$ cat config.mk
export PLATFORM = sky130hd
export DESIGN_NAME = osr_top
export DESIGN_NICKNAME = d
export VERILOG_FILES = /design/src/logic/osr_pkg.sv /design/src/logic/osr_top.sv
export SDC_FILE = /design/constraint.sdc
export NUM_CORES = 1
export LEC_CHECK = 0
export BUFFER_PORTS_ARGS = -buffer_cell sky130_fd_sc_hd__buf_2
export CAP_MARGIN = 40
export CORE_AREA = 2 2 108 110
export CTS_BUF_LIST = sky130_fd_sc_hd__clkbuf_16
export CTS_CLUSTER_DIAMETER = 80
export CTS_CLUSTER_SIZE = 40
export DETAILED_ROUTE_END_ITERATION = 6
export DIE_AREA = 0 0 110 112
export HOLD_SLACK_MARGIN = 0.05
export SYNTH_ARGS = -nofsm -noshare
export SYNTH_HDL_FRONTEND = slang
export SYNTH_SLANG_ARGS = --single-unit
$ cat constraint.sdc
create_clock -name clock -period 4.1 [get_ports clock]
set_input_delay 0.41 -clock clock [delete_from_list [all_inputs] [get_ports clock]]
set_output_delay 0.41 -clock clock [all_outputs]
set_load 0.03 [all_outputs]
$ cat src/logic/osr_pkg.sv
/*
 osr_pkg: constants for the option word, reset init and watchdog arming.
 Assumes one core clock domain at 200 MHz.
*/
`default_nettype none
package osr_pkg;
   localparam logic [15:0] OPT_ADDR       = 16'h1fff;
   localparam logic [15:0] OPT_ALIAS      = 16'hffff;
   localparam logic [7:0]  OPT_FACTORY    = 8'h00;
   localparam logic [7:0]  OPT_RSVD_MASK  = 8'hd8;
   localparam int          BIT_SECURE     = 5;
   localparam int          BIT_WD_OFF     = 2;
   localparam int          BIT_STOP_OFF   = 1;
   localparam int          BIT_FLASH_BOOT = 0;
   localparam logic [7:0]  ERASED_READ    = 8'hff;
   localparam logic [7:0]  ZERO8          = 8'h00;
   localparam logic [14:0] PC_RESET       = 15'h0000;
   localparam logic [7:0]  SP_RESET       = 8'h6f;
   localparam logic [7:0]  IDLE_CTL_RESET = 8'h40;
   localparam logic [7:0]  TRIM_RESET     = 8'h40;
   localparam logic [7:0]  TX_EMPTY_SET   = 8'h02;
   localparam logic [7:0]  PROG_TIM_10MHZ = 8'h31;
   localparam logic [1:0]  WD_WIN_MAX     = 2'h3;
   localparam logic [5:0]  CM_RECOVER_MIN = 6'h10;
   localparam logic [5:0]  CM_RECOVER_MAX = 6'h20;
   typedef enum logic [1:0] {
      OSR_RESET = 2'b00,
      OSR_FETCH = 2'b01,
      OSR_RUN   = 2'b11
   } osr_state_t;
endpackage
`default_nettype wire

$ cat src/logic/osr_top.sv
/*
 osr_top: option word holder, flash access guard and reset initialiser.
 Assumes flash array and programmer strobes on the core clock; reset_n
 pin and brownout come from outside and are synchronised here.
*/
`default_nettype none
module osr_top
   import osr_pkg::*;
(
   // clock and reset
   input  wire logic        clock,
   input  wire logic        rst,
   // reset sources
   input  wire logic        reset_n_pin,
   input  wire logic        brownout,
   input  wire logic        power_on,
   // programming port
   input  wire logic        ext_prog_mode,
   input  wire logic        isp_mode,
   input  wire logic        user_isp,
   input  wire logic        ext_rd,
   input  wire logic        ext_wr,
   input  wire logic        page_erase,
   input  wire logic        mass_erase,
   input  wire logic [15:0] ext_addr,
   input  wire logic [7:0]  ext_wdata,
   output logic [7:0]       ext_rdata,
   output logic             wr_allow,
   output logic             page_erase_allow,
   output logic             mass_erase_allow,
   // flash array side
   input  wire logic [7:0]  flash_rdata,
   input  wire logic [7:0]  flash_opt_word,
   output logic             flash_wr,
   output logic             flash_page_erase,
   output logic             flash_mass_erase,
   // configuration outputs
   output logic             core_reset,
   output logic             secure,
   output logic             watchdog_en,
   output logic             stop_allowed,
   output logic             boot_from_flash,
   // reset init values
   output logic [14:0]      program_counter,
   output logic [7:0]       stack_pointer,
   output logic [7:0]       processor_status_word,
   output logic [7:0]       main_control_reg,
   output logic [7:0]       interrupt_control_reg,
   output logic [7:0]       timer_two_control,
   output logic [7:0]       timer_three_control,
   output logic [7:0]       fast_timer_control,
   output logic [7:0]       idle_timer_control,
   output logic [7:0]       wake_enable_reg,
   output logic [7:0]       wake_edge_reg,
   output logic [7:0]       data_segment_reg,
   output logic [7:0]       serial_prescaler,
   output logic [7:0]       serial_control_a,
   output logic [7:0]       serial_receive_ctl,
   output logic [7:0]       serial_irq_ctl,
   output logic [7:0]       converter_enable_reg,
   output logic [7:0]       amp_trim_neg,
   output logic [7:0]       amp_trim_pos,
   output logic [7:0]       amp_gain_reg,
   output logic [7:0]       prog_addr_low,
   output logic [7:0]       prog_addr_high,
   output logic [7:0]       prog_timing_reg,
   output logic             keep_warm_state,
   // watchdog and clock monitor
   input  wire logic        idle_timer_tick,
   input  wire logic        clock_ok,
   output logic [1:0]       wd_window,
   output logic             wd_armed,
   output logic             cm_armed,
   // port pins
   output logic             port_b_oe,
   output logic             port_l_oe,
   output logic             port_g_oe,
   output logic             port_g_pin_zero_pullup,
   output logic             port_g_pin_two_pullup,
   output logic             watchdog_out_pin,
   output logic             watchdog_out_pin_oe,
   output logic             watchdog_out_pin_pullup
);

   // reset source synchronisers
   logic       rpin_s1, rpin_s2, bo_s1, bo_s2, po_s1, po_s2;
   logic       ck_s1, ck_s2;
   logic       cold_seen;
   osr_state_t state;
   osr_state_t next_state;
   logic [7:0] opt;
   logic [5:0] cm_count;
   logic       cm_fault;

   always_ff @(posedge clock) begin
      rpin_s1 <= reset_n_pin;
      rpin_s2 <= rpin_s1;
      bo_s1   <= brownout;
      bo_s2   <= bo_s1;
      po_s1   <= power_on;
      po_s2   <= po_s1;
      ck_s1   <= clock_ok;
      ck_s2   <= ck_s1;
   end

   // rst, the reset pin or brownout held one cycle starts a full init
   wire reset_req = rst | ~rpin_s2 | bo_s2;

   always_comb begin
      case (state)
         OSR_RESET: next_state = OSR_FETCH;
         OSR_FETCH: next_state = OSR_RUN;
         OSR_RUN:   next_state = OSR_RUN;
         default:   next_state = OSR_RESET;
      endcase
   end

   always_ff @(posedge clock) begin
      if (reset_req) state <= OSR_RESET;
      else           state <= next_state;
   end

   wire in_reset = (state != OSR_RUN);
   assign core_reset = in_reset;

   // latch loaded from the array while the core is held
   // mass erase beats fetch: the array reads zeros right after it
   always_ff @(posedge clock) begin
      if (rst)                       opt <= OPT_FACTORY;
      else if (flash_mass_erase)     opt <= OPT_FACTORY;
      else if (state == OSR_FETCH)   opt <= flash_opt_word;
   end

   assign secure          = opt[BIT_SECURE];
   assign watchdog_en     = ~opt[BIT_WD_OFF];
   assign stop_allowed    = ~opt[BIT_STOP_OFF];
   assign boot_from_flash = opt[BIT_FLASH_BOOT];

   // access guard
   wire prog_mode  = ext_prog_mode | isp_mode;
   wire opt_hit    = (ext_addr == OPT_ADDR);
   wire alias_hit  = (ext_addr == OPT_ALIAS);
   // reserved bits are the programmer's duty; we store what arrives
   wire wr_opt     = opt_hit & prog_mode;
   assign wr_allow = ext_wr & (user_isp | (prog_mode & ~secure)) &
                     (~opt_hit | wr_opt);
   assign page_erase_allow = page_erase & (user_isp | ~secure);
   assign mass_erase_allow = mass_erase & ~user_isp;
   assign flash_wr         = wr_allow;
   assign flash_page_erase = page_erase_allow;
   assign flash_mass_erase = mass_erase_allow;

   wire [7:0] rd_sel = alias_hit ? opt :
                       (opt_hit ? opt :
                       ((secure & ~user_isp) ? ERASED_READ : flash_rdata));

   always_ff @(posedge clock) begin
      if (rst)         ext_rdata <= ZERO8;
      else if (ext_rd) ext_rdata <= rd_sel;
   end

   // cold flag: power_on pulses high once after supply rise
   always_ff @(posedge clock) begin
      if (rst)        cold_seen <= 1'b1;
      else if (po_s2) cold_seen <= 1'b1;
      else if (!in_reset) cold_seen <= 1'b0;
   end
   assign keep_warm_state = ~cold_seen;

   // register initialisation; core owns them after release
   always_ff @(posedge clock) begin
      if (in_reset) begin
         program_counter       <= PC_RESET;
         processor_status_word <= ZERO8;
         main_control_reg      <= ZERO8;
         interrupt_control_reg <= ZERO8;
         timer_two_control     <= ZERO8;
         timer_three_control   <= ZERO8;
         fast_timer_control    <= ZERO8;
         wake_enable_reg       <= ZERO8;
         wake_edge_reg         <= ZERO8;
         data_segment_reg      <= ZERO8;
         idle_timer_control    <= IDLE_CTL_RESET;
         stack_pointer         <= SP_RESET;
         serial_prescaler      <= ZERO8;
         serial_control_a      <= TX_EMPTY_SET;
         serial_receive_ctl    <= ZERO8;
         serial_irq_ctl        <= ZERO8;
         amp_trim_neg          <= TRIM_RESET;
         amp_trim_pos          <= TRIM_RESET;
         amp_gain_reg          <= ZERO8;
         converter_enable_reg  <= ZERO8;
         prog_addr_low         <= ZERO8;
         prog_addr_high        <= ZERO8;
         prog_timing_reg       <= PROG_TIM_10MHZ;
      end
   end

   // watchdog arming, inhibited while held
   always_ff @(posedge clock) begin
      if (in_reset) begin
         wd_window <= WD_WIN_MAX;
         wd_armed  <= 1'b0;
         cm_armed  <= 1'b0;
      end else begin
         wd_armed  <= watchdog_en;
         cm_armed  <= watchdog_en;
      end
   end

   // recovery counts idle ticks after clock good; fault clears on the 17th tick
   always_ff @(posedge clock) begin
      if (in_reset) begin
         cm_count <= ZERO8[5:0];
         cm_fault <= 1'b0;
      end else if (cm_armed && !ck_s2) begin
         cm_fault <= 1'b1;
         cm_count <= ZERO8[5:0];
      end else if (cm_fault && idle_timer_tick) begin
         if (cm_count == CM_RECOVER_MIN) cm_fault <= 1'b0;
         else cm_count <= cm_count + 6'h01;
      end
   end

   // port state
   assign port_b_oe = ~in_reset & 1'b0;
   assign port_l_oe = 1'b0;
   assign port_g_oe = 1'b0;
   assign port_g_pin_zero_pullup  = in_reset;
   assign port_g_pin_two_pullup   = in_reset;
   assign watchdog_out_pin        = ~cm_fault;
   assign watchdog_out_pin_oe     = watchdog_en & cm_fault;
   assign watchdog_out_pin_pullup = watchdog_en;

   // checks
   secure_read_a: assert property (@(posedge clock) disable iff (rst)
      (ext_rd && secure && !user_isp && !opt_hit && !alias_hit)
      |=> ext_rdata == ERASED_READ)
      else $error("secured read not all ones");
   alias_read_a: assert property (@(posedge clock) disable iff (rst)
      (ext_rd && alias_hit) |=> ext_rdata == $past(opt))
      else $error("alias read wrong");
   secure_write_a: assert property (@(posedge clock) disable iff (rst)
      (secure && !user_isp) |-> !flash_wr && !flash_page_erase)
      else $error("secured write passed");
   opt_write_a: assert property (@(posedge clock) disable iff (rst)
      (flash_wr && opt_hit) |-> (ext_prog_mode || isp_mode))
      else $error("option write outside program mode");
   opt_fetch_a: assert property (@(posedge clock) disable iff (rst)
      (state == OSR_FETCH) |=> opt == ($past(flash_mass_erase) ?
         OPT_FACTORY : $past(flash_opt_word)))
      else $error("option fetch missed");
   sp_init_a: assert property (@(posedge clock) disable iff (rst)
      (in_reset ##1 !in_reset) |-> stack_pointer == SP_RESET)
      else $error("stack pointer init wrong");
   wd_hold_a: assert property (@(posedge clock) disable iff (rst)
      in_reset |=> !wd_armed && wd_window == WD_WIN_MAX)
      else $error("watchdog armed in reset");
   cm_pin_a: assert property (@(posedge clock) disable iff (rst)
      (cm_armed && !ck_s2 && !in_reset) |=> !watchdog_out_pin)
      else $error("clock fault pin not low");
   erase_clear_a: assert property (@(posedge clock) disable iff (rst)
      (flash_mass_erase && state == OSR_RUN) |=> !secure)
      else $error("mass erase kept secure");
   reset_req_a: assert property (@(posedge clock) disable iff (rst)
      (!rpin_s2) |=> core_reset [*2])
      else $error("reset pin ignored");
   init_core_a: assert property (@(posedge clock) disable iff (rst)
      (in_reset ##1 !in_reset) |-> program_counter == PC_RESET &&
      processor_status_word == ZERO8 && main_control_reg == ZERO8 &&
      interrupt_control_reg == ZERO8)
      else $error("core registers not cleared");
   init_timer_a: assert property (@(posedge clock) disable iff (rst)
      (in_reset ##1 !in_reset) |-> timer_two_control == ZERO8 &&
      timer_three_control == ZERO8 && fast_timer_control == ZERO8 &&
      wake_enable_reg == ZERO8 && wake_edge_reg == ZERO8 &&
      data_segment_reg == ZERO8)
      else $error("timer or wake registers not cleared");
   idle_ctl_a: assert property (@(posedge clock) disable iff (rst)
      (in_reset ##1 !in_reset) |-> idle_timer_control == IDLE_CTL_RESET)
      else $error("idle control init wrong");
   serial_init_a: assert property (@(posedge clock) disable iff (rst)
      (in_reset ##1 !in_reset) |-> serial_prescaler == ZERO8 &&
      serial_control_a == TX_EMPTY_SET && serial_receive_ctl == ZERO8 &&
      serial_irq_ctl == ZERO8)
      else $error("serial init wrong");
   analog_init_a: assert property (@(posedge clock) disable iff (rst)
      (in_reset ##1 !in_reset) |-> amp_trim_neg == TRIM_RESET &&
      amp_trim_pos == TRIM_RESET && amp_gain_reg == ZERO8 &&
      converter_enable_reg == ZERO8 && prog_addr_low == ZERO8 &&
      prog_addr_high == ZERO8 && prog_timing_reg == PROG_TIM_10MHZ)
      else $error("analog or program timing init wrong");
   port_float_a: assert property (@(posedge clock) disable iff (rst)
      core_reset |-> !port_b_oe && !port_l_oe && !port_g_oe &&
      port_g_pin_zero_pullup && port_g_pin_two_pullup)
      else $error("port state in reset wrong");
   wd_arm_a: assert property (@(posedge clock) disable iff (rst)
      (!in_reset && watchdog_en) |=> wd_armed && cm_armed)
      else $error("watchdog not armed after reset");
   win_max_a: assert property (@(posedge clock) disable iff (rst)
      !in_reset |-> wd_window == WD_WIN_MAX)
      else $error("service window not maximum");
   wd_off_a: assert property (@(posedge clock) disable iff (rst)
      !watchdog_en |-> !watchdog_out_pin_oe && !watchdog_out_pin_pullup)
      else $error("watchdog pin driven while disabled");
   cm_drive_a: assert property (@(posedge clock) disable iff (rst)
      (cm_fault && watchdog_en) |-> !watchdog_out_pin && watchdog_out_pin_oe)
      else $error("clock fault pin not driven low");
   cm_release_a: assert property (@(posedge clock) disable iff (rst)
      (cm_fault && idle_timer_tick && ck_s2 && cm_count == CM_RECOVER_MIN)
      |=> watchdog_out_pin)
      else $error("clock fault pin not released");
   cm_span_a: assert property (@(posedge clock) disable iff (rst)
      cm_count <= CM_RECOVER_MAX)
      else $error("clock fault recovery too long");
   cold_mark_a: assert property (@(posedge clock) disable iff (rst)
      po_s2 |=> !keep_warm_state)
      else $error("power on reset seen as warm");
   plain_read_a: assert property (@(posedge clock) disable iff (rst)
      (ext_rd && !secure && !opt_hit && !alias_hit)
      |=> ext_rdata == $past(flash_rdata))
      else $error("open read wrong");
   opt_read_a: assert property (@(posedge clock) disable iff (rst)
      (ext_rd && opt_hit) |=> ext_rdata == $past(opt))
      else $error("option read wrong");
   fetch_first_a: assert property (@(posedge clock) disable iff (rst)
      $fell(core_reset) |-> $past(state) == OSR_FETCH)
      else $error("core released without option fetch");
   mass_gate_a: assert property (@(posedge clock) disable iff (rst)
      (mass_erase && user_isp) |-> !flash_mass_erase)
      else $error("mass erase passed under user isp");

endmodule
`default_nettype wire

=== After elaboration in Yosys (flattened, before gate mapping) ===
Cells that the tools add are included.

* Bits of input ports: 54
* Output and inout bits: 223
* Logic and storage cells: 64
* Memory bits (read-only): 0
* Flip-flop bits (word level): 35
* Bits in writable memories: 0
* Memories: 0
* Latch bits: 0

* Bitwise logic cells: 23
* Mux-type cells: 7
* Magnitude comparators: 0
* Reductions and logical operators: 12
* $add $sub $neg: 1
* $mul: 0
* Div/mod/pow operators: 0
* Shift operators: 0
* Eq/ne operators: 6

{| class="wikitable"
|+ Operators by type and width
! cell !! count
|-
| $mux 8 || 3
|-
| $eq 16x13->1 const B || 1
|-
| $eq 16x16->1 const B || 1
|-
| $not 1->1 || 9
|-
| $and 1x1->1 || 8
|-
| $reduce_or 2->1 || 4
|-
| $add 6x1->6 const B || 1
|-
| $eq 6x5->1 const B || 1
|-
| $or 1x1->1 || 6
|-
| $pmux 2 s2 || 1
|-
| $reduce_and 2->1 || 2
|-
| $reduce_bool 2->1 || 2
|-
| $mux 1 || 3
|-
| $eq 2x1->1 const B || 1
|-
| $eq 2x2->1 const B || 1
|-
| $logic_and 1x1->1 || 2
|-
| $logic_not 2->1 || 1
|-
| $ne 2x2->1 const B || 1
|-
| $logic_not 1->1 || 1
|}

=== Depth between registers and ports, before layout ===
* Depth in word-level cells: 5
* Depth in mapped cells: 6
* Gate-level depth less buffers: 6

=== Worst setup path after synthesis ===
Ideal clock, no wire load.

* Kind: input to output
* Start: in ext_addr[5]
* End: out wr_allow
* Stages: 6
* Required time: 3.690 ns
* Arrival: 1.421 ns
* Buffers on the path: 1
* Path slack: 2.269 ns
* Cells stage by stage: nand4_1 -> nor4_2 -> nand3_1 -> a21oi_1 -> nor2b_1 -> buf_4

* Word-level cells in the longest chain between the ends: 4
* Elaborated cells on any way between the ends: 5
* Classes of those cells: eq/ne (1); bitwise (4)

{| class="wikitable"
|+ Ends and longest elaborated chain
! element !! line !! text
|-
| from (decl) || osr_top.sv:25 || <nowiki>input wire logic [15:0] ext_addr,</nowiki>
|-
| $eq 16x13->1 * || osr_top.sv:141 || <nowiki>wire opt_hit = (ext_addr == OPT_ADDR);</nowiki>
|-
| $and 1x1->1 or $not 1->1 (tied branches) || osr_top.sv:144, osr_top.sv:146 ||
|-
| $or 1x1->1 * || osr_top.sv:146 || <nowiki>(~opt_hit | wr_opt);</nowiki>
|-
| $and 1x1->1 * || osr_top.sv:145 || <nowiki>assign wr_allow = ext_wr & (user_isp | (prog_mode & ~secure)) &</nowiki>
|-
| to (decl) || osr_top.sv:28 || <nowiki>output logic wr_allow,</nowiki>
|}

Every way passes the cells marked *; elsewhere a longest branch is shown, timed or not.

=== Worst setup path in the final report ===
* Start: in ext_addr[5]
* End: out flash_wr

* Word-level cells in the longest chain between the ends: 4
* Elaborated cells on any way between the ends: 5
* Classes of those cells: eq/ne (1); bitwise (4)

{| class="wikitable"
|+ Ends and longest elaborated chain
! element !! line !! text
|-
| $eq 16x13->1 * || osr_top.sv:141 ||
|-
| $and 1x1->1 or $not 1->1 (tied branches) || osr_top.sv:144, osr_top.sv:146 ||
|-
| $or 1x1->1 * || osr_top.sv:146 ||
|-
| $and 1x1->1 * || osr_top.sv:145 ||
|-
| to (decl) || osr_top.sv:34 || <nowiki>output logic flash_wr,</nowiki>
|}

Marks and branches as above.

==> run metrics <==
final number of hold-violating endpoints 0; Clock Skews around 0.0019 ns; global route overflow 0; number of unique standard cell types used by synthesis 33; Hold Startpoint reset_n_pin; clock insertion delay at the later pin of the skew report 0.27 ns; number of port buffers roughly 70; cell depth of the worst hold path 1; worst-path maximum fanout 2; Post CTS Setup Buffer Count 0; cell area after placement 2700 um2; Syn Inst Count ~360; final total negative setup slack 0 ns; area taken by multi-input logic gates approximately 1400 um2; post-layout minimum cycle time approximately 1.9 ns; number of warning messages in the yosys log 0; overall routed net length just under 5 mm; outcome completed; Die Outline Area between 10000 and 15000 um2; DP Wirelength a little over 4 mm; die span in x ~110 um; post-CTS resize count 0; Critical Path Source Type input port; number of nets at the end of the flow about 480; Fmax achieved ~540 MHz; setup repair after global routing missed its margin false; number of CTS-inserted buffers 5; arrival time at the worst endpoint between 1 and 1.5 ns; R2R cell count 6; signed area change from the synthesized netlist to the final layout -4.82%; type of the tightest min-delay check in -> reg; Root Driver sky130_fd_sc_hd__clkbuf_16; sequential share of the synthesized area 0.235; Syn Std Cell Area just under 3000 um2; average footprint of a synthesized cell 8.36 um2; first drt pass iteration count 3; number of top-level pins 277; endpoint of the most critical register-to-register path cm_count[5]; antenna violations before repair 0; #FFs+latches synth 35; initial core utilization 0.267; setup-violating endpoint count in the final report 0; H-tree levels 2; Max-Cap Viols 0; cell row count 39; initial detailed-routing violation count 26; transition time at the pin with the least slew margin roughly 0.5 ns; vias per cell 3.21; fin area between 2000 and 3000 um2; fraction of layout instances using a drive strength above 1 0.201; first-pass GRT wire length between 6 and 7 mm; final worst-path cycle share 0.454; Max rail drop VDD roughly 0.00016 V; via count of the first global-routing pass between 1000 and 1500; number of inserted diodes 0; Crit path required time 3.69 ns; maximum number of pins on one net before global-route repair 21; global-route total usage across every layer 0.0727; Core Area 11200 um2; routed via count approximately 1800; register clock-pin slew on the reported worst setup and hold paths ~0.06 ns; clock tree from TritonCTS built; launching point of the worst reg2reg path cm_count[0]; Post-CTS Hold Fix Bufs 0; sink of the worst hold path rpin_s1; Leak roughly 1.5 nW; Critical Path Sink Type output pin; Worst slew margin 0.656; start-to-end type of the worst setup path in -> out; clock sink count 35; post-DR wirelength/cell about 8.7 um; number of fillers in the final layout 1270; DRC errors left 0; PwrDens between 300 and 400 nW/um2; Final Max Slew Viols 0; Final ANT Viol Nets 0; Reg area 701 um2; vertical die dimension 112 um; post-route worst hold slack 0.235 ns; R2R Setup Slk between 2 and 3 ns; Clock Tree Buf Depth 2; Final GP Congestion around 0.67
## registers in the layout, indices dropped and copies added (netlist names), 2 cells and up
signal / flops
opt: 8
ext_rdata: 8
state: 2
cm_count: 6
## final cells by class
| type | instances | share of cell area |
|---|---|---|
| timing repair buffer | 73 | 0.130 |
| tap | 143 | 0.0630 |
| multi-input combinational | 299 | 0.500 |
| inverter | 7 | 0.00925 |
| sequential | 35 | 0.247 |
| clock buffer | 5 | 0.0441 |
| clock inverter | 3 | 0.00705 |
## synth_stat cells
cell type                  instances  area (um2)
sky130_fd_sc_hd__a21oi_1           5        25.0
sky130_fd_sc_hd__nor3_1            2        10.0
sky130_fd_sc_hd__nor2b_1           7        43.8
sky130_fd_sc_hd__or2_2             1        6.26
sky130_fd_sc_hd__and3_1            2        12.5
sky130_fd_sc_hd__o21a_4            1        15.0
sky130_fd_sc_hd__buf_8             1        15.0
sky130_fd_sc_hd__nor4_2            1        12.5
sky130_fd_sc_hd__nand3_1           3        15.0
sky130_fd_sc_hd__xor2_1            4        35.0
sky130_fd_sc_hd__nor2_1           21        78.8
sky130_fd_sc_hd__nand2b_1          9        56.3
sky130_fd_sc_hd__a41o_1            1        10.0
sky130_fd_sc_hd__nand4b_1          7        61.3
sky130_fd_sc_hd__a31oi_4           1        21.3
sky130_fd_sc_hd__dfxtp_1          35         701
sky130_fd_sc_hd__nor4bb_1          1        10.0
sky130_fd_sc_hd__xnor2_1           1        8.76
sky130_fd_sc_hd__nand4_1           4        25.0
sky130_fd_sc_hd__nand2_1           6        22.5
sky130_fd_sc_hd__a31o_1            1        8.76
sky130_fd_sc_hd__a211o_1           1        8.76
sky130_fd_sc_hd__o221ai_1          7        61.3
sky130_fd_sc_hd__mux2i_1           6        60.1
sky130_fd_sc_hd__nor4b_1           1        8.76
sky130_fd_sc_hd__ha_1              2        25.0
sky130_fd_sc_hd__conb_1            2        7.51
sky130_fd_sc_hd__inv_1             7        26.3
sky130_fd_sc_hd__clkbuf_1          4        15.0
sky130_fd_sc_hd__buf_2             2        10.0
sky130_fd_sc_hd__buf_4           203        1520
sky130_fd_sc_hd__o21ai_0           7        35.0
sky130_fd_sc_hd__o32ai_1           1        8.76
## power breakdown
| part | switching (mW) | leakage (nW) | internal (mW) |
|---|---|---|---|
| sequential | 0.00612 | 0.287 | 0.352 |
| clock | 0.144 | 0.0658 | 0.224 |
| combinational | 0.282 | 1.13 | 0.0340 |
| total | 0.432 | 1.48 | 0.609 |
## cell usage in the layout (no fill, tap or decap)
cell and count:
sky130_fd_sc_hd__mux2i_1 6, sky130_fd_sc_hd__o21ai_0 7, sky130_fd_sc_hd__conb_1 196, sky130_fd_sc_hd__nor4bb_1 1, sky130_fd_sc_hd__a31o_1 1, sky130_fd_sc_hd__nor3_1 2
sky130_fd_sc_hd__nor4_2 1, sky130_fd_sc_hd__a21oi_1 5, sky130_fd_sc_hd__o21a_4 1, sky130_fd_sc_hd__or2_2 1, sky130_fd_sc_hd__a31oi_4 1, sky130_fd_sc_hd__nand4_1 4
sky130_fd_sc_hd__and3_1 2, sky130_fd_sc_hd__dfxtp_1 35, sky130_fd_sc_hd__a41o_1 1, sky130_fd_sc_hd__nor2_1 21, sky130_fd_sc_hd__ha_1 2, sky130_fd_sc_hd__o221ai_1 7
sky130_fd_sc_hd__buf_4 1, sky130_fd_sc_hd__a211o_1 1, sky130_fd_sc_hd__nand2b_1 9, sky130_fd_sc_hd__xor2_1 4, sky130_fd_sc_hd__clkinvlp_4 2, sky130_fd_sc_hd__nand2_1 6
sky130_fd_sc_hd__nand3_1 3, sky130_fd_sc_hd__o32ai_1 1, sky130_fd_sc_hd__xnor2_1 1, sky130_fd_sc_hd__clkinv_2 1, sky130_fd_sc_hd__buf_2 72, sky130_fd_sc_hd__clkbuf_16 5
sky130_fd_sc_hd__nor4b_1 1, sky130_fd_sc_hd__nand4b_1 7, sky130_fd_sc_hd__inv_1 7, sky130_fd_sc_hd__nor2b_1 7
## through the flow
| step | instances | util | worst slack (ns) | power [mW] |
|---|---|---|---|---|
| floorplan | 551 | - | 2.27 | 0.788 |
| global placement | 556 | 0.241 | 2.22 | 0.677 |
| detailed placement | 557 | 0.241 | 2.22 | 0.678 |
| CTS | 565 | 0.254 | 2.22 | 1.05 |
| global route | 565 | 0.254 | 2.10 | 1.09 |
| finish | 565 | 0.254 | 2.24 | 1.04 |
## worst max-delay path by stage
stage	from	to	slack, ns	depth (start not counted)
floorplan	ext_addr[5]	wr_allow	2.27	6
global placement	ext_addr[3]	wr_allow	2.22	7
detailed placement	ext_addr[5]	wr_allow	2.22	7
CTS	ext_addr[5]	wr_allow	2.22	7
global route	ext_addr[4]	wr_allow	2.10	7
finish	ext_addr[5]	flash_wr	2.24	7
## worst max-delay path, stage by stage
cell and delay [ns]:
sky130_fd_sc_hd__buf_2 0.07, sky130_fd_sc_hd__nand4_1 0.10, sky130_fd_sc_hd__nor4_2 0.36, sky130_fd_sc_hd__nand3_1 0.12, sky130_fd_sc_hd__a21oi_1 0.16, sky130_fd_sc_hd__nor2b_1 0.06, sky130_fd_sc_hd__buf_2 0.17
## layer usage
layer | GRT usage | routed length, um | vias to the layer above
li1 | - | - | 879
met1 | 0.0857 | 1840 | 790
met2 | 0.117 | 2370 | 143
met3 | 0.0287 | 636 | 4
met4 | 0.0278 | 67 | 0
met5 | 0 | 0 | -
## cell families (layout without fill, tap and decap cells)
group / after synthesis / count (layout) / share of synthesized area
muxes: 6 / 6 / 0.0201
DFF: 35 / 35 / 0.235
xor gates and xnor gates: 5 / 5 / 0.0147
adders and majority gates: 2 / 2 / 0.00838
and+or+nand+nor: 65 / 65 / 0.122
other: 2 / 196 / 0.00252
AOI/OAI and AO/OA: 25 / 25 / 0.0650
buffers and inverters: 217 / 88 / 0.533
Note: power is estimated with default switching activity, not from simulation.
